### src/hw/io_expander_pkg.sv
// constants for the eight-bit two-wire io expander
// assumes a 10 MHz logic clock and a slow serial link sampled by it
package io_expander_pkg;
  localparam logic [3:0] ADDR_FIXED_NIBBLE = 4'h4;
  localparam logic [1:0] REG_PIN_LEVEL_IN  = 2'h0;
  localparam logic [1:0] REG_PIN_DRIVE_OUT = 2'h1;
  localparam logic [1:0] REG_INPUT_INVERT  = 2'h2;
  localparam logic [1:0] REG_PIN_DIRECTION = 2'h3;
  localparam logic [7:0] RST_PIN_DRIVE_OUT = 8'hFF;
  localparam logic [7:0] RST_INPUT_INVERT  = 8'h00;
  localparam logic [7:0] RST_PIN_DIRECTION = 8'hFF;
  localparam logic [7:0] RST_POINTER       = 8'h00;
  localparam int         RW_BIT_POS        = 0;
  localparam logic       RW_READ           = 1'b1;

  typedef enum logic [2:0] {
    ST_IDLE  = 3'b000,
    ST_ADDR  = 3'b001,
    ST_AACK  = 3'b011,
    ST_RX    = 3'b010,
    ST_RACK  = 3'b110,
    ST_TX    = 3'b111,
    ST_TACK  = 3'b101,
    ST_SKIP  = 3'b100
  } serial_state_e;
endpackage

### src/hw/io_expander.sv
// two-wire target with four eight-bit port registers and an interrupt
// assumes link pins and port pins are asynchronous; pads resolve the enables
`timescale 1ns/10ps
module io_expander
  import io_expander_pkg::*;
#(
  parameter int PORT_WIDTH = 8
) (
  // clock and reset
  input  wire logic                  clk,
  input  wire logic                  srst,
  // straps
  input  wire logic                  strap_sel_bit0,
  input  wire logic                  strap_sel_bit1,
  input  wire logic                  strap_sel_bit2,
  // serial link
  input  wire logic                  scl_in,
  input  wire logic                  sda_in,
  output logic                       sda_out,
  output logic                       sda_oe_n,
  // port pins
  input  wire logic [PORT_WIDTH-1:0] port_pins_in,
  output logic [PORT_WIDTH-1:0]      port_pins_out,
  output logic [PORT_WIDTH-1:0]      port_pins_oe_n,
  // interrupt, open drain
  output logic                       int_out,
  output logic                       int_oe_n
);

  // ==========================================================
  // synchronisers
  logic [1:0]            scl_sync_reg;
  logic [1:0]            sda_sync_reg;
  logic                  scl_prev_reg;
  logic                  sda_prev_reg;
  logic [PORT_WIDTH-1:0] pin_meta_reg;
  logic [PORT_WIDTH-1:0] pin_sync_reg;
  logic [2:0]            strap_meta_reg;
  logic [2:0]            strap_sync_reg;

  always_ff @(posedge clk) begin
    scl_sync_reg   <= {scl_sync_reg[0], scl_in};
    sda_sync_reg   <= {sda_sync_reg[0], sda_in};
    scl_prev_reg   <= scl_sync_reg[1];
    sda_prev_reg   <= sda_sync_reg[1];
    pin_meta_reg   <= port_pins_in;
    pin_sync_reg   <= pin_meta_reg;
    strap_meta_reg <= {strap_sel_bit2, strap_sel_bit1, strap_sel_bit0};
    strap_sync_reg <= strap_meta_reg;
  end

  logic scl_s;
  logic sda_s;
  logic scl_rise;
  logic scl_fall;
  logic start_det;
  logic stop_det;
  assign scl_s     = scl_sync_reg[1];
  assign sda_s     = sda_sync_reg[1];
  assign scl_rise  = scl_s & ~scl_prev_reg;
  assign scl_fall  = ~scl_s & scl_prev_reg;
  assign start_det = scl_s & scl_prev_reg & sda_prev_reg & ~sda_s;
  assign stop_det  = scl_s & scl_prev_reg & ~sda_prev_reg & sda_s;

  // ==========================================================
  // registers
  logic [7:0]            pointer_reg;
  logic [PORT_WIDTH-1:0] pin_drive_out_reg;
  logic [PORT_WIDTH-1:0] input_invert_reg;
  logic [PORT_WIDTH-1:0] pin_direction_reg;
  logic [PORT_WIDTH-1:0] level_view;
  logic [PORT_WIDTH-1:0] read_mux;

  assign level_view = pin_sync_reg ^ input_invert_reg;

  always_comb begin
    case (pointer_reg[1:0])
      REG_PIN_LEVEL_IN:  read_mux = level_view;
      REG_PIN_DRIVE_OUT: read_mux = pin_drive_out_reg;
      REG_INPUT_INVERT:  read_mux = input_invert_reg;
      REG_PIN_DIRECTION: read_mux = pin_direction_reg;
      default:           read_mux = level_view;
    endcase
  end

  // ==========================================================
  // serial engine
  serial_state_e state_reg;
  logic [7:0]    shift_reg;
  logic [2:0]    bit_cnt_reg;
  logic          is_read_reg;
  logic          have_cmd_reg;
  logic          sda_low_reg;
  logic          byte_done_pulse;
  logic [7:0]    rx_byte;
  logic          addr_match;

  assign rx_byte    = {shift_reg[6:0], sda_s};
  assign addr_match = (rx_byte[7:4] == ADDR_FIXED_NIBBLE) && (rx_byte[3:1] == strap_sync_reg);

  logic load_pulse;
  logic wr_pulse;
  logic cmd_pulse;
  logic in_read_ack;

  // sampled on scl rise: last data bit, the address ack bit of a read, or the master's ack bit
  assign byte_done_pulse = scl_rise && (bit_cnt_reg == 3'h7);
  assign cmd_pulse  = byte_done_pulse && (state_reg == ST_RX) && !have_cmd_reg;
  assign wr_pulse   = byte_done_pulse && (state_reg == ST_RX) && have_cmd_reg;
  assign load_pulse = scl_rise && ((state_reg == ST_AACK && is_read_reg) ||
                                   (state_reg == ST_TACK && !sda_s));
  assign in_read_ack = scl_rise && (state_reg == ST_TACK);

  always_ff @(posedge clk) begin
    if (srst) begin
      state_reg    <= ST_IDLE;
      bit_cnt_reg  <= 3'h0;
      shift_reg    <= 8'h00;
      is_read_reg  <= 1'b0;
      have_cmd_reg <= 1'b0;
    end else if (stop_det) begin
      state_reg <= ST_IDLE;
    end else if (start_det) begin
      state_reg   <= ST_ADDR;
      bit_cnt_reg <= 3'h0;
    end else begin
      case (state_reg)
        ST_IDLE: state_reg <= ST_IDLE;
        ST_ADDR: if (scl_rise) begin
          shift_reg   <= rx_byte;
          bit_cnt_reg <= bit_cnt_reg + 3'h1;
          if (bit_cnt_reg == 3'h7) begin
            is_read_reg  <= (rx_byte[RW_BIT_POS] == RW_READ);
            have_cmd_reg <= 1'b0;
            state_reg    <= addr_match ? ST_AACK : ST_SKIP;
          end
        end
        ST_AACK: if (scl_fall && !scl_prev_reg) begin
          state_reg <= state_reg;
        end else if (load_pulse) begin
          shift_reg <= read_mux;
          state_reg <= ST_TX;
        end else if (scl_rise) begin
          state_reg <= ST_RX;
        end
        ST_RX: if (scl_rise) begin
          shift_reg   <= rx_byte;
          bit_cnt_reg <= bit_cnt_reg + 3'h1;
          if (bit_cnt_reg == 3'h7) begin
            have_cmd_reg <= 1'b1;
            state_reg    <= ST_RACK;
          end
        end
        ST_RACK: if (scl_rise) begin
          state_reg <= ST_RX;
        end
        ST_TX: if (scl_rise) begin
          bit_cnt_reg <= bit_cnt_reg + 3'h1;
          if (bit_cnt_reg == 3'h7) begin
            state_reg <= ST_TACK;
          end
        end
        ST_TACK: if (load_pulse) begin
          shift_reg <= read_mux;
          state_reg <= ST_TX;
        end else if (scl_rise) begin
          state_reg <= ST_SKIP;
        end
        ST_SKIP: state_reg <= ST_SKIP;
        default: state_reg <= ST_IDLE;
      endcase
    end
  end

  // shift out on scl fall during transmit
  logic [7:0] tx_shift_reg;
  always_ff @(posedge clk) begin
    if (srst) begin
      tx_shift_reg <= 8'hFF;
    end else if (load_pulse) begin
      tx_shift_reg <= read_mux;
    end else if (scl_fall && state_reg == ST_TX) begin
      tx_shift_reg <= {tx_shift_reg[6:0], 1'b1};
    end
  end

  // sda drive is set only on scl fall so data is stable while scl high; start and stop detection release it
  always_ff @(posedge clk) begin
    if (srst || stop_det || start_det) begin
      sda_low_reg <= 1'b0;
    end else if (scl_fall) begin
      case (state_reg)
        // a matched address is acknowledged for reads and writes alike
        ST_AACK: sda_low_reg <= 1'b1;
        ST_RACK: sda_low_reg <= 1'b1;
        ST_TX:   sda_low_reg <= !tx_shift_reg[7];
        default: sda_low_reg <= 1'b0;
      endcase
    end
  end

  // ack must appear at the fall after the eighth bit, before state moves
  logic ack_pending_reg;
  always_ff @(posedge clk) begin
    if (srst || stop_det || start_det) begin
      ack_pending_reg <= 1'b0;
    end else if (scl_fall) begin
      ack_pending_reg <= (state_reg == ST_AACK && !is_read_reg) || state_reg == ST_RACK ||
                         (state_reg == ST_AACK && is_read_reg);
    end
  end

  always_ff @(posedge clk) begin
    if (srst) begin
      sda_out  <= 1'b0;
      sda_oe_n <= 1'b1;
    end else begin
      sda_out  <= 1'b0;
      sda_oe_n <= ~(sda_low_reg | ack_pending_reg);
    end
  end

  // ==========================================================
  // register writes
  // pointer
  always_ff @(posedge clk) begin
    if (srst) begin
      pointer_reg <= RST_POINTER;
    end else if (cmd_pulse) begin
      pointer_reg <= rx_byte;
    end
  end

  always_ff @(posedge clk) begin
    if (srst) begin
      pin_drive_out_reg <= RST_PIN_DRIVE_OUT;
      input_invert_reg  <= RST_INPUT_INVERT;
      pin_direction_reg <= RST_PIN_DIRECTION;
    end else if (wr_pulse) begin
      case (pointer_reg[1:0])
        REG_PIN_DRIVE_OUT: pin_drive_out_reg <= rx_byte;
        REG_INPUT_INVERT:  input_invert_reg  <= rx_byte;
        REG_PIN_DIRECTION: pin_direction_reg <= rx_byte;
        default:           pin_drive_out_reg <= pin_drive_out_reg;
      endcase
    end
  end

  always_ff @(posedge clk) begin
    if (srst) begin
      port_pins_out  <= RST_PIN_DRIVE_OUT;
      port_pins_oe_n <= RST_PIN_DIRECTION;
    end else begin
      port_pins_out  <= pin_drive_out_reg;
      port_pins_oe_n <= pin_direction_reg;
    end
  end

  // ==========================================================
  // interrupt
  logic [PORT_WIDTH-1:0] snap_reg;
  logic                  snap_valid_reg;
  logic                  mismatch;

  assign mismatch = snap_valid_reg && |((pin_sync_reg ^ snap_reg) & pin_direction_reg);

  // snapshot refreshed on input register read ack
  always_ff @(posedge clk) begin
    if (srst) begin
      snap_reg       <= '0;
      snap_valid_reg <= 1'b0;
    end else if (!snap_valid_reg || (in_read_ack && pointer_reg[1:0] == REG_PIN_LEVEL_IN)) begin
      snap_reg       <= pin_sync_reg;
      snap_valid_reg <= 1'b1;
    end
  end

  always_ff @(posedge clk) begin
    if (srst) begin
      int_out  <= 1'b0;
      int_oe_n <= 1'b1;
    end else begin
      int_out  <= 1'b0;
      int_oe_n <= ~mismatch;
    end
  end

endmodule

### config.mk
export PLATFORM = sky130hd
export DESIGN_NAME = io_expander
export DESIGN_NICKNAME = d
export VERILOG_FILES = /design/src/hw/io_expander_pkg.sv /design/src/hw/io_expander.sv
export SDC_FILE = /design/constraint.sdc
export NUM_CORES = 1
export LEC_CHECK = 0
export ABC_AREA = 1
export ABC_CLOCK_PERIOD_IN_PS = 2500
export BUFFER_PORTS_ARGS = -buffer_cell sky130_fd_sc_hd__buf_2
export CORE_ASPECT_RATIO = 0.9
export CORE_MARGIN = 3
export CORE_UTILIZATION = 55
export CTS_BUF_LIST = sky130_fd_sc_hd__clkbuf_16
export DETAILED_ROUTE_END_ITERATION = 10
export PLACE_DENSITY = 0.85
export SYNTH_ARGS = -nofsm -noshare
export SYNTH_HDL_FRONTEND = slang
export SYNTH_SLANG_ARGS = --single-unit
### constraint.sdc
create_clock -name clk -period 2.5 [get_ports clk]
set_input_delay 0.25 -clock clk [delete_from_list [all_inputs] [get_ports clk]]
set_output_delay 0.25 -clock clk [all_outputs]
set_load 0.005 [all_outputs]
==> impl_results.md, run 1 <==
* Die ar. at 8560 µm²
* Fin nets at ~560
* Core Area at 7150 µm²
* Clock power share at slightly above 40%
* Min-Delay Path Depth at 1
* Drt first-iter violations at between 200 and 300
* Iteration count of the initial detailed-routing pass at 5
* Ys async rst share at 0%
* Critical path class: flop to flop
* Cells after synthesis at 499
* GRT overflow at 0
* P per Cell Area at 680 nW/µm²
* RSZ-0062 raised after global routing: no
* Yosys synthesis warning count at 0
* Most used DFF post-synth: dfxtp_1
* Max cap viols at 0
* Port bufs at 32
* CP max stage delay at approximately 0.38 ns
* Clk buf depth at 2
* Hold WC Path Type: primary input to flop
* Critical-path cell with the highest stage delay: dfxtp_1
* Sum Neg Setup Slack at 0 ns
* Gpl congestion at approximately 0.94
* Detail Route Antenna Nets at 0
* Io pins at 35
* Syn avg cell area at approximately 8.2 µm²
* Sequential cell area fraction in the yosys report at between 50% and 60%
* Worst endpoint required time at between 2 and 3 ns
* Cts hold-fix bufs at 7
* Max Freq at approximately 560 MHz
* Commonest cells after routing, fill and taps aside: nand2_1, dfxtp_1, nor2_1
* Number of global-route vias before repair at about 3000
* Netlist cell types at 34
* Drt drc at 0
* Total number of vias at about 3400
* Reg2reg setup slack at approximately 0.71 ns
* FF+latch area at roughly 2100 µm²
* CP top delay family: simple AND/OR/NAND/NOR gates
* CP Launch Point: scl_sync_reg[1]$_DFF_P_
* HPWL after detailed placement at 6320 µm
* Global Route Usage Sum at a little over a fifth
* Peak VDD IR at 679 µV
* CTS buffer count at 9
* Number of synthesized flops with an enable pin at 0
* Core Util, Final at roughly 66%
* N_diodes at 0
* H-tree Lvls at 3
* Relative slew slack at approximately 60%
* Logic pwr share at 3.9%
* Worst reg2reg path depth at 7
* Min Tclk post-route at approximately 1.8 ns
* Largest net degree at the start of global routing at 26
* Initial Utilization at between 50 and 60%
* Psw at 0.000734 W
* Count of final max-slew check failures at 0
* Die Wd at approximately 97 µm
* Crit share post-route at between 70% and 80%
* Share of layout cells above drive strength 1 at 17.2%
* Worst skew pair latency at approximately 0.34 ns
* Synthesis-to-layout area growth at 14.1%
* Buf/Inv on CP at 1
* Initial antenna violation count at 0
* Per-cell routed wire length at approximately 14 µm
* Crit start category: flop
* Crit path max fanout at 16
* Yosys reg bits at around 110
* Root Driver: clkbuf_16
* Flop pwr share at about 55%
* Die height at 88.1 µm
* Net Sw Frac at ~23%
* Most common cell after layout, fill and taps aside: nand2_1
* Status: completed
* Crit-path cells: nand2_2 > inv_2 > nand2_1 > nor2_8 > nand3_2 > o21ai_0 > a21oi_1
* Synthesized cell area at between 4000 and 5000 µm²
* CTS tree: done
* CTS resizes at 0
* Worst Tran Pin Value at between 0.6 and 0.7 ns
* Area of the multi-input gates at between 1500 and 2000 µm²
* R2R Path End: input_invert_reg[4]$_SDFFE_PP0P_
* Total Wirelength at around 9000 µm
* CP Capture Point: input_invert_reg[4]$_SDFFE_PP0P_
* Pint at 0.00246 W
* Final hold vios at 0
* Post-CTS setup buffer count at 0
* Leak pwr at about 2.1 nW
* Setup Viol. Count Final at 0
* Routed vias/inst at roughly 5.3
* WP depth at 7
* Filler cells at 570
* Crit. End Element: flop
* Reg2reg start: scl_sync_reg[1]$_DFF_P_
* Worst EP arrival at just over 2 ns
* Clock transition at path regs at ~0.07 ns
* Global-route wire length before repair at 14300 µm
* Final Skew at approximately 0.0057 ns
* Core Rows at 29
* Clock sink count at 106
## Yosys cell counts (4+ instances only)
cell | n | area [µm²]
nand2_1 | 115 | 432
dfxtp_1 | 106 | 2120
nor2_1 | 44 | 165
inv_1 | 42 | 158
o21ai_0 | 35 | 175
a21oi_1 | 29 | 145
o211ai_1 | 18 | 135
nand3_1 | 17 | 85.1
or2_2 | 13 | 81.3
inv_2 | 8 | 30.0
o2111ai_1 | 8 | 70.1
nand2_2 | 7 | 43.8
xor2_1 | 7 | 61.3
clkbuf_1 | 6 | 22.5
buf_4 | 5 | 37.5
nand2_4 | 4 | 45.0
## stage by stage
| stage | instance area, µm² | std cells | hold slack [ns] | total power (W) | setup WS, ns |
|---|---|---|---|---|---|
| finish | 4690 | 638 | 0.00716 | 0.00319 | 0.706 |
| global route | 4690 | 638 | 0.000556 | 0.00328 | 0.559 |
| CTS | 4680 | 637 | 0.000187 | 0.00320 | 0.718 |
| detailed placement | 4340 | 614 | 0.312 | 0.00190 | 0.763 |
| global placement | 4340 | 614 | 0.310 | 0.00190 | 0.807 |
| floorplan | 4120 | 500 | 0.278 | 0.00186 | 1.01 |
## per-layer routing
metal	track usage, %	up-vias	part of all wire, %
met2	32.8	160	43
met1	29.0	1517	46
met4	8.04	0	1.9
li1	-	1694	-
met5	0	-	0
met3	5.33	14	9.1
## power by group through the flow
| stage | logic (W) | clock network, W | registers, W |
|---|---|---|---|
| 6_report | 0.000125 | 0.00132 | 0.00175 |
| 5_1_grt | 0.000141 | 0.00139 | 0.00176 |
| 3_3_place_gp | 0.000108 | 0 | 0.00179 |
| 4_1_cts | 0.000122 | 0.00133 | 0.00175 |
| 2_1_floorplan | 0.0000817 | 0 | 0.00178 |
| 3_5_place_dp | 0.000112 | 0 | 0.00179 |
## kinds of logic after synthesis
group	after synthesis	synth area share (%)
mux	1	0.243
other cells	1	0.0911
compound gates	98	14.1
fa+ha+maj	2	0.608
xor+xnor	10	2.13
simple gates	217	24.7
flops	106	51.6
buf+inv	64	6.54
## how the worst min path moves through the flow
stage	start	slack (ns)	to
floorplan	port_pins_in[0]	0.28	pin_meta_reg[0]$_DFF_P_
global placement	scl_sync_reg[0]$_DFF_P_	0.31	scl_sync_reg[1]$_DFF_P_
detailed placement	pin_meta_reg[2]$_DFF_P_	0.31	pin_sync_reg[2]$_DFF_P_
CTS	port_pins_in[3]	0.0002	pin_meta_reg[3]$_DFF_P_
global route	port_pins_in[6]	0.0006	pin_meta_reg[6]$_DFF_P_
finish	port_pins_in[6]	0.007	pin_meta_reg[6]$_DFF_P_
## layout make-up
type | instances | share of cell area, %
Clock buffer | 9 | 4.80
Clock inverter | 7 | 1.12
Inverter | 50 | 4.00
Multi-Input combinational cell | 330 | 36.8
Sequential cell | 106 | 45.2
Tap cell | 93 | 2.48
Timing Repair Buffer | 43 | 5.60
Note: power is estimated with default switching activity, not from simulation.
==> inputs of run 2 (changes only) <==
- ABC_CLOCK_PERIOD_IN_PS: 2500 -> 1600
- CORE_UTILIZATION: 55 -> 53
- PLACE_DENSITY: 0.85 -> 0.86
- clock period: 2.5 -> 1.6 ns (I/O delays scaled with it)
==> run 2 against run 1 <==
- die area grew 3.5%
- critical path depth is the same
- clock skew grew 0.0017 ns
- via count grew 2.5%
- sequential power grew 57%
- setup slack lost 0.62 ns
- fmax grew 18%
- sequential share of layout area shrank 1.7 points
- cell count grew 2.5%
==> impl_results.md, run 2 (synthesis results as in run 1) <==
* Max Freq at between 600 and 700 MHz
* Global-route wire length before repair at 15200 µm
* Post-CTS setup buffer count at 0
* Routed vias/inst at between 5 and 6
* Peak VDD IR at between 700 and 800 µV
* Core Rows at 29
* Global Route Usage Sum at between 20% and 30%
* Core Area at 7290 µm²
* Total number of vias at 3470
* GRT overflow at 0
* Crit share post-route at a little over nine tenths
* Io pins at 35
* Root Driver: clkbuf_16
* Crit-path cells: ha_1 > ha_1 > nand2_2 > nor2_8 > nand3_4 > buf_6 > a21oi_1
* Crit path max fanout at 12
* Commonest cells after routing, fill and taps aside: nand2_1, dfxtp_1, nor2_1
* Iteration count of the initial detailed-routing pass at 5
* Hold_sp: srst
* Drt first-iter violations at about 280
* Met2 wire length at around 4200 µm
* Dpl ws at between 0.015 and 0.02 ns
* CP max stage delay at between 0.3 and 0.4 ns
* CTS tree: done
* Gpl congestion at between 0.8 and 0.9
* Final Power at just over 0.005 W
* RSZ-0062 raised after global routing: yes
* Fin nets at ~570
* Hold WC Path Type: primary input to flop
* Min Tclk post-route at between 1.5 and 2 ns
* H-tree Lvls at 3
* Leak pwr at about 2.2 nW
* Die height at roughly 90 µm
* Reg2reg start: bit_cnt_reg[0]$_SDFFE_PP0P_
* Detail Route Antenna Nets at 0
* Status: completed
* HPWL after detailed placement at 6450 µm
* Die ar. at 8860 µm²
* Final hold vios at 0
* Worst endpoint required time at ~1.9 ns
* Final Skew at 0.00742 ns
* Drt drc at 0
* Reg2reg setup slack at around 0.082 ns
* Clk buf depth at 2
* Worst reg2reg path depth at 7
* Max cap viols at 0
* CP most frequent cell: ha_1
* Initial Utilization at between 50% and 60%
* Critical path class: flop to flop
* Crit start category: flop
* Worst skew pair latency at between 0.3 and 0.4 ns
* Per-cell routed wire length at about 14 µm
* Setup Viol. Count Final at 0
* Crit. End Element: flop
* N_diodes at 0
* Die Wd at just under 100 µm
* Most common cell after layout, fill and taps aside: nand2_1
* CTS buffer count at 9
* Critical-path cell with the highest stage delay: dfxtp_1
* Top sig layer: met4
* Total Wirelength at 9210 µm
* Clock sink count at 106
* R2R Path End: input_invert_reg[7]$_SDFFE_PP0P_
* Min-Delay Path Depth at 2
* Initial antenna violation count at 0
* Met3 WL post-DR at between 600 and 700 µm
* Port bufs at 32
* Worst Hold Path EP: is_read_reg$_SDFFE_PP0P_
* Synthesis-to-layout area growth at 18.7%
* Count of final max-slew check failures at 0
* Clock transition at path regs at about 0.07 ns
* Number of global-route vias before repair at around 3200
* Worst EP arrival at around 1.8 ns
* WL met1 at roughly 4300 µm
* Final WS setup at a little over 0.08 ns
* Share of layout cells above drive strength 1 at ~20%
* P per Cell Area at around 1100 nW/µm²
* Largest net degree at the start of global routing at 24
[run 2: per-stage QoR]
step / setup TNS (ns) / util [%] / instance area [µm²] / hold slack (ns) / cells
4_1_cts: 0 / 66.6 / 4860 / 0.155 / 654
6_report: 0 / 67.0 / 4880 / 0.155 / 654
3_3_place_gp: 0 / 60.6 / 4420 / 0.262 / 625
5_1_grt: -0.0212 / 67.0 / 4880 / 0.195 / 654
2_1_floorplan: 0 / - / 4120 / 0.188 / 500
3_5_place_dp: 0 / 60.6 / 4420 / 0.264 / 625
[run 2: critical path, delay by kind of cell (launching register included)]
family	cells	cell delay, ns
adder cells (fa/ha/maj)	2	0.31
AND/OR/NAND/NOR	3	0.45
flip-flops	1	0.36
buffers and inverters	1	0.18
AO/OA/AOI/OAI	1	0.14
[run 2: repair_timing]
action                                 in CTS  in global routing
endpoints found under the hold margin      13                  0
resized for setup                           1                 14
setup endpoints to repair                   2                 43
hold buffers                               13                  0
pin swaps                                   0                  2
[run 2: worst max-delay path by stage]
stage / startpoint / end / slack, ns / cells past startpoint
2_1_floorplan: bit_cnt_reg[0]$_SDFFE_PP0P_ / input_invert_reg[5]$_SDFFE_PP0P_ / 0.11 / 8
3_3_place_gp: bit_cnt_reg[0]$_SDFFE_PP0P_ / input_invert_reg[3]$_SDFFE_PP0P_ / 0.09 / 7
3_5_place_dp: bit_cnt_reg[0]$_SDFFE_PP0P_ / input_invert_reg[5]$_SDFFE_PP0P_ / 0.02 / 7
4_1_cts: bit_cnt_reg[0]$_SDFFE_PP0P_ / input_invert_reg[7]$_SDFFE_PP0P_ / 0.04 / 7
5_1_grt: bit_cnt_reg[0]$_SDFFE_PP0P_ / pin_direction_reg[1]$_SDFFE_PP1P_ / -0.008 / 7
6_report: bit_cnt_reg[0]$_SDFFE_PP0P_ / input_invert_reg[7]$_SDFFE_PP0P_ / 0.08 / 7
[run 2: layout make-up]
type,instances,area (µm²)
clock buffer,9,225
clock inverter,7,73.8
fill,560,2410
inverter,50,188
multi-input combinational,330,1760
sequential,106,2130
tap,93,116
timing repair buffer,59,399
[run 2: report_power, final]
| part | internal (W) | switching [W] | leakage, nW | total (W) |
|---|---|---|---|---|
| sequential | 0.00269 | 0.0000414 | 0.870 | 0.00274 |
| combinational | 0.0000916 | 0.000127 | 1.19 | 0.000219 |
| clock | 0.00122 | 0.000980 | 0.147 | 0.00220 |
[run 2: per-layer routing]
metal / GRT usage [%] / vias to the layer above
met3: 4.32 / 17
met4: 8.31 / 0
met2: 35.7 / 137
met1: 28.8 / 1583
met5: 0 / -
li1: - / 1733
==> inputs of run 3 (changes only) <==
- ABC_CLOCK_PERIOD_IN_PS: 1600 -> 1930
- CELL_PAD_IN_SITES_DETAIL_PLACEMENT: not set -> 1
- CELL_PAD_IN_SITES_GLOBAL_PLACEMENT: not set -> 2
- CORE_UTILIZATION: 53 -> 38
- PLACE_DENSITY: 0.86 -> 0.94
- clock period: 1.6 -> 1.93 ns (I/O delays scaled with it)
==> run 3 against run 2 <==
- combinational power is 19% lower
- largest cell class unchanged
- non-clock buffer count is 9 lower
- register-to-register slack better by 0.12 ns
- design area is 1.2% lower
- critical path type unchanged
- via count is 1.3% lower
- fmax is 12% lower
- global-route usage is 3.1 points lower
==> impl_results.md, run 3 (synthesis results as in run 1) <==
* Peak VDD IR at ~650 µV
* Crit start category: flop
* Root Driver: clkbuf_16
* CTS buffer count at 9
* Placed Instances at 652
* Worst endpoint required time at around 2.2 ns
* Setup Viol. Count Final at 0
* RSZ-0062 raised after global routing: no
* HPWL after detailed placement at approximately 7600 µm
* Crit. End Element: flop
* Routed vias/inst at 5.03
* Gpl congestion at 0.820
* Total Wirelength at 10700 µm
* Reg2reg start: state_reg[1]$_SDFFE_PP0P_
* Crit share post-route at between 80% and 90%
* GRT overflow at 0
* Drt first-iter violations at between 150 and 200
* Placement-stage cell area at ~4400 µm²
* Share of layout cells above drive strength 1 at approximately 17%
* CTS tree: done
* Port bufs at 32
* N_diodes at 0
* Initial antenna violation count at 0
* Detail Route Antenna Nets at 0
* Design Area, Final at around 4800 µm²
* Core Area at approximately 10000 µm²
* CP Launch Point: state_reg[1]$_SDFFE_PP0P_
* Count of final max-slew check failures at 0
* Die Wd at between 100 and 150 µm
* Clk buf depth at 2
* Final Power at about 0.0043 W
* Initial Utilization at a little under 40%
* Fin nets at ~560
* P per Cell Area at 883 nW/µm²
* Clock sink count at roughly 110
* Clock transition at path regs at roughly 0.070 ns
* Number of global-route vias before repair at roughly 3500
* Final Non-Filler Cells at about 680
* Min Tclk post-route at ~1.7 ns
* Iteration count of the initial detailed-routing pass at 4
* Hold_sp: srst
* Worst EP arrival at 1.96 ns
* Leak pwr at around 2.1 nW
* H-tree Lvls at 3
* Final hold vios at 0
* Sum Neg Setup Slack at 0 ns
* Per-cell routed wire length at about 16 µm
* Largest net degree at the start of global routing at 33
* Most common cell after layout, fill and taps aside: nand2_1
* Die height at between 100 and 150 µm
* Die ar. at ~12000 µm²
* Drt drc at 0
* Status: completed
* Core Rows at 35
* Commonest cells after routing, fill and taps aside: nand2_1, dfxtp_1, nor2_1
* Global Route Usage Sum at 18.7%
* Crit path max fanout at 17
* Synthesis-to-layout area growth at 17.3%
* Max cap viols at 0
* Critical path class: flop to flop
* Post-CTS setup buffer count at 0
* Worst hold slack at around 0.19 ns
* Total number of vias at approximately 3400
* Max Freq at approximately 580 MHz
* Final Skew at roughly 0.0062 ns
* Global-route wire length before repair at between 15000 and 20000 µm
* Worst skew pair latency at 0.35 ns
* Io pins at 35
* Hold WC Path Type: primary input to flop
==> run 3: cell count changes in the layout (fill, tap and decap cells not counted), moves of 2 or more <==
cell	delta
buf_4	-8
nand2_1	+3
nand2_2	-3
clkinv_1	+2
dfxtp_1	+2
inv_1	+2
inv_2	-2
inv_6	-2
==> run 3: power by group <==
part,switching [W],internal [W]
Clock,0.000811,0.00100
Sequential,0.0000363,0.00224
Combinational,0.000106,0.0000711
==> run 3: per-stage QoR <==
step | util, % | worst slack, ns
final | 46.5 | 0.201
after global routing | 46.5 | 0.0354
after CTS | 46.4 | 0.0907
after detailed placement | 42.4 | 0.109
after global placement | 42.4 | 0.288
after floorplan | - | 0.443
==> run 3: path summary, 6_finish.rpt <==
check	slack, ns	cells after the start	end
hold / removal	0.19	2	is_read_reg$_SDFFE_PP0P_
setup / recovery	0.20	9	bit_cnt_reg[1]$_SDFFE_PP0P_
hold reg to reg	0.33	0	scl_sync_reg[1]$_DFF_P_
setup reg to reg	0.20	9	bit_cnt_reg[1]$_SDFFE_PP0P_
==> run 3: what timing repair did <==
action,4_1_cts,5_1_grt
endpoints found under the setup margin,0,6
gates resized for setup,0,2
hold buffers,13,0
endpoints found under the hold margin,13,0
==> run 3: metal layers <==
metal | vias to the layer above | track usage [%] | routed length, µm
met3 | 17 | 4.17 | 297
met5 | - | 0 | 0
met2 | 50 | 29.2 | 4770
li1 | 1714 | - | -
met4 | 0 | 5.63 | 198
met1 | 1643 | 25.7 | 5410
==> run 3: cell type report <==
type / instances / area [µm²]
clock buffers: 9 / 225
clock inverters: 7 / 67.6
fillers: 1263 / 5550
inverters: 50 / 188
multi-input cells: 330 / 1740
flip-flops and latches: 106 / 2120
well taps: 129 / 161
repair buffers: 50 / 328
==> run 3: worst max-delay path: stages, from the launching register on <==
cell,delay (ns)
dfxtp_1,0.45
inv_2,0.09
nor2_2,0.15
nand2_4,0.11
nand2_4,0.19
nor2_2,0.06
nor2_1,0.28
inv_1,0.13
nand3_1,0.09
a21oi_1,0.07
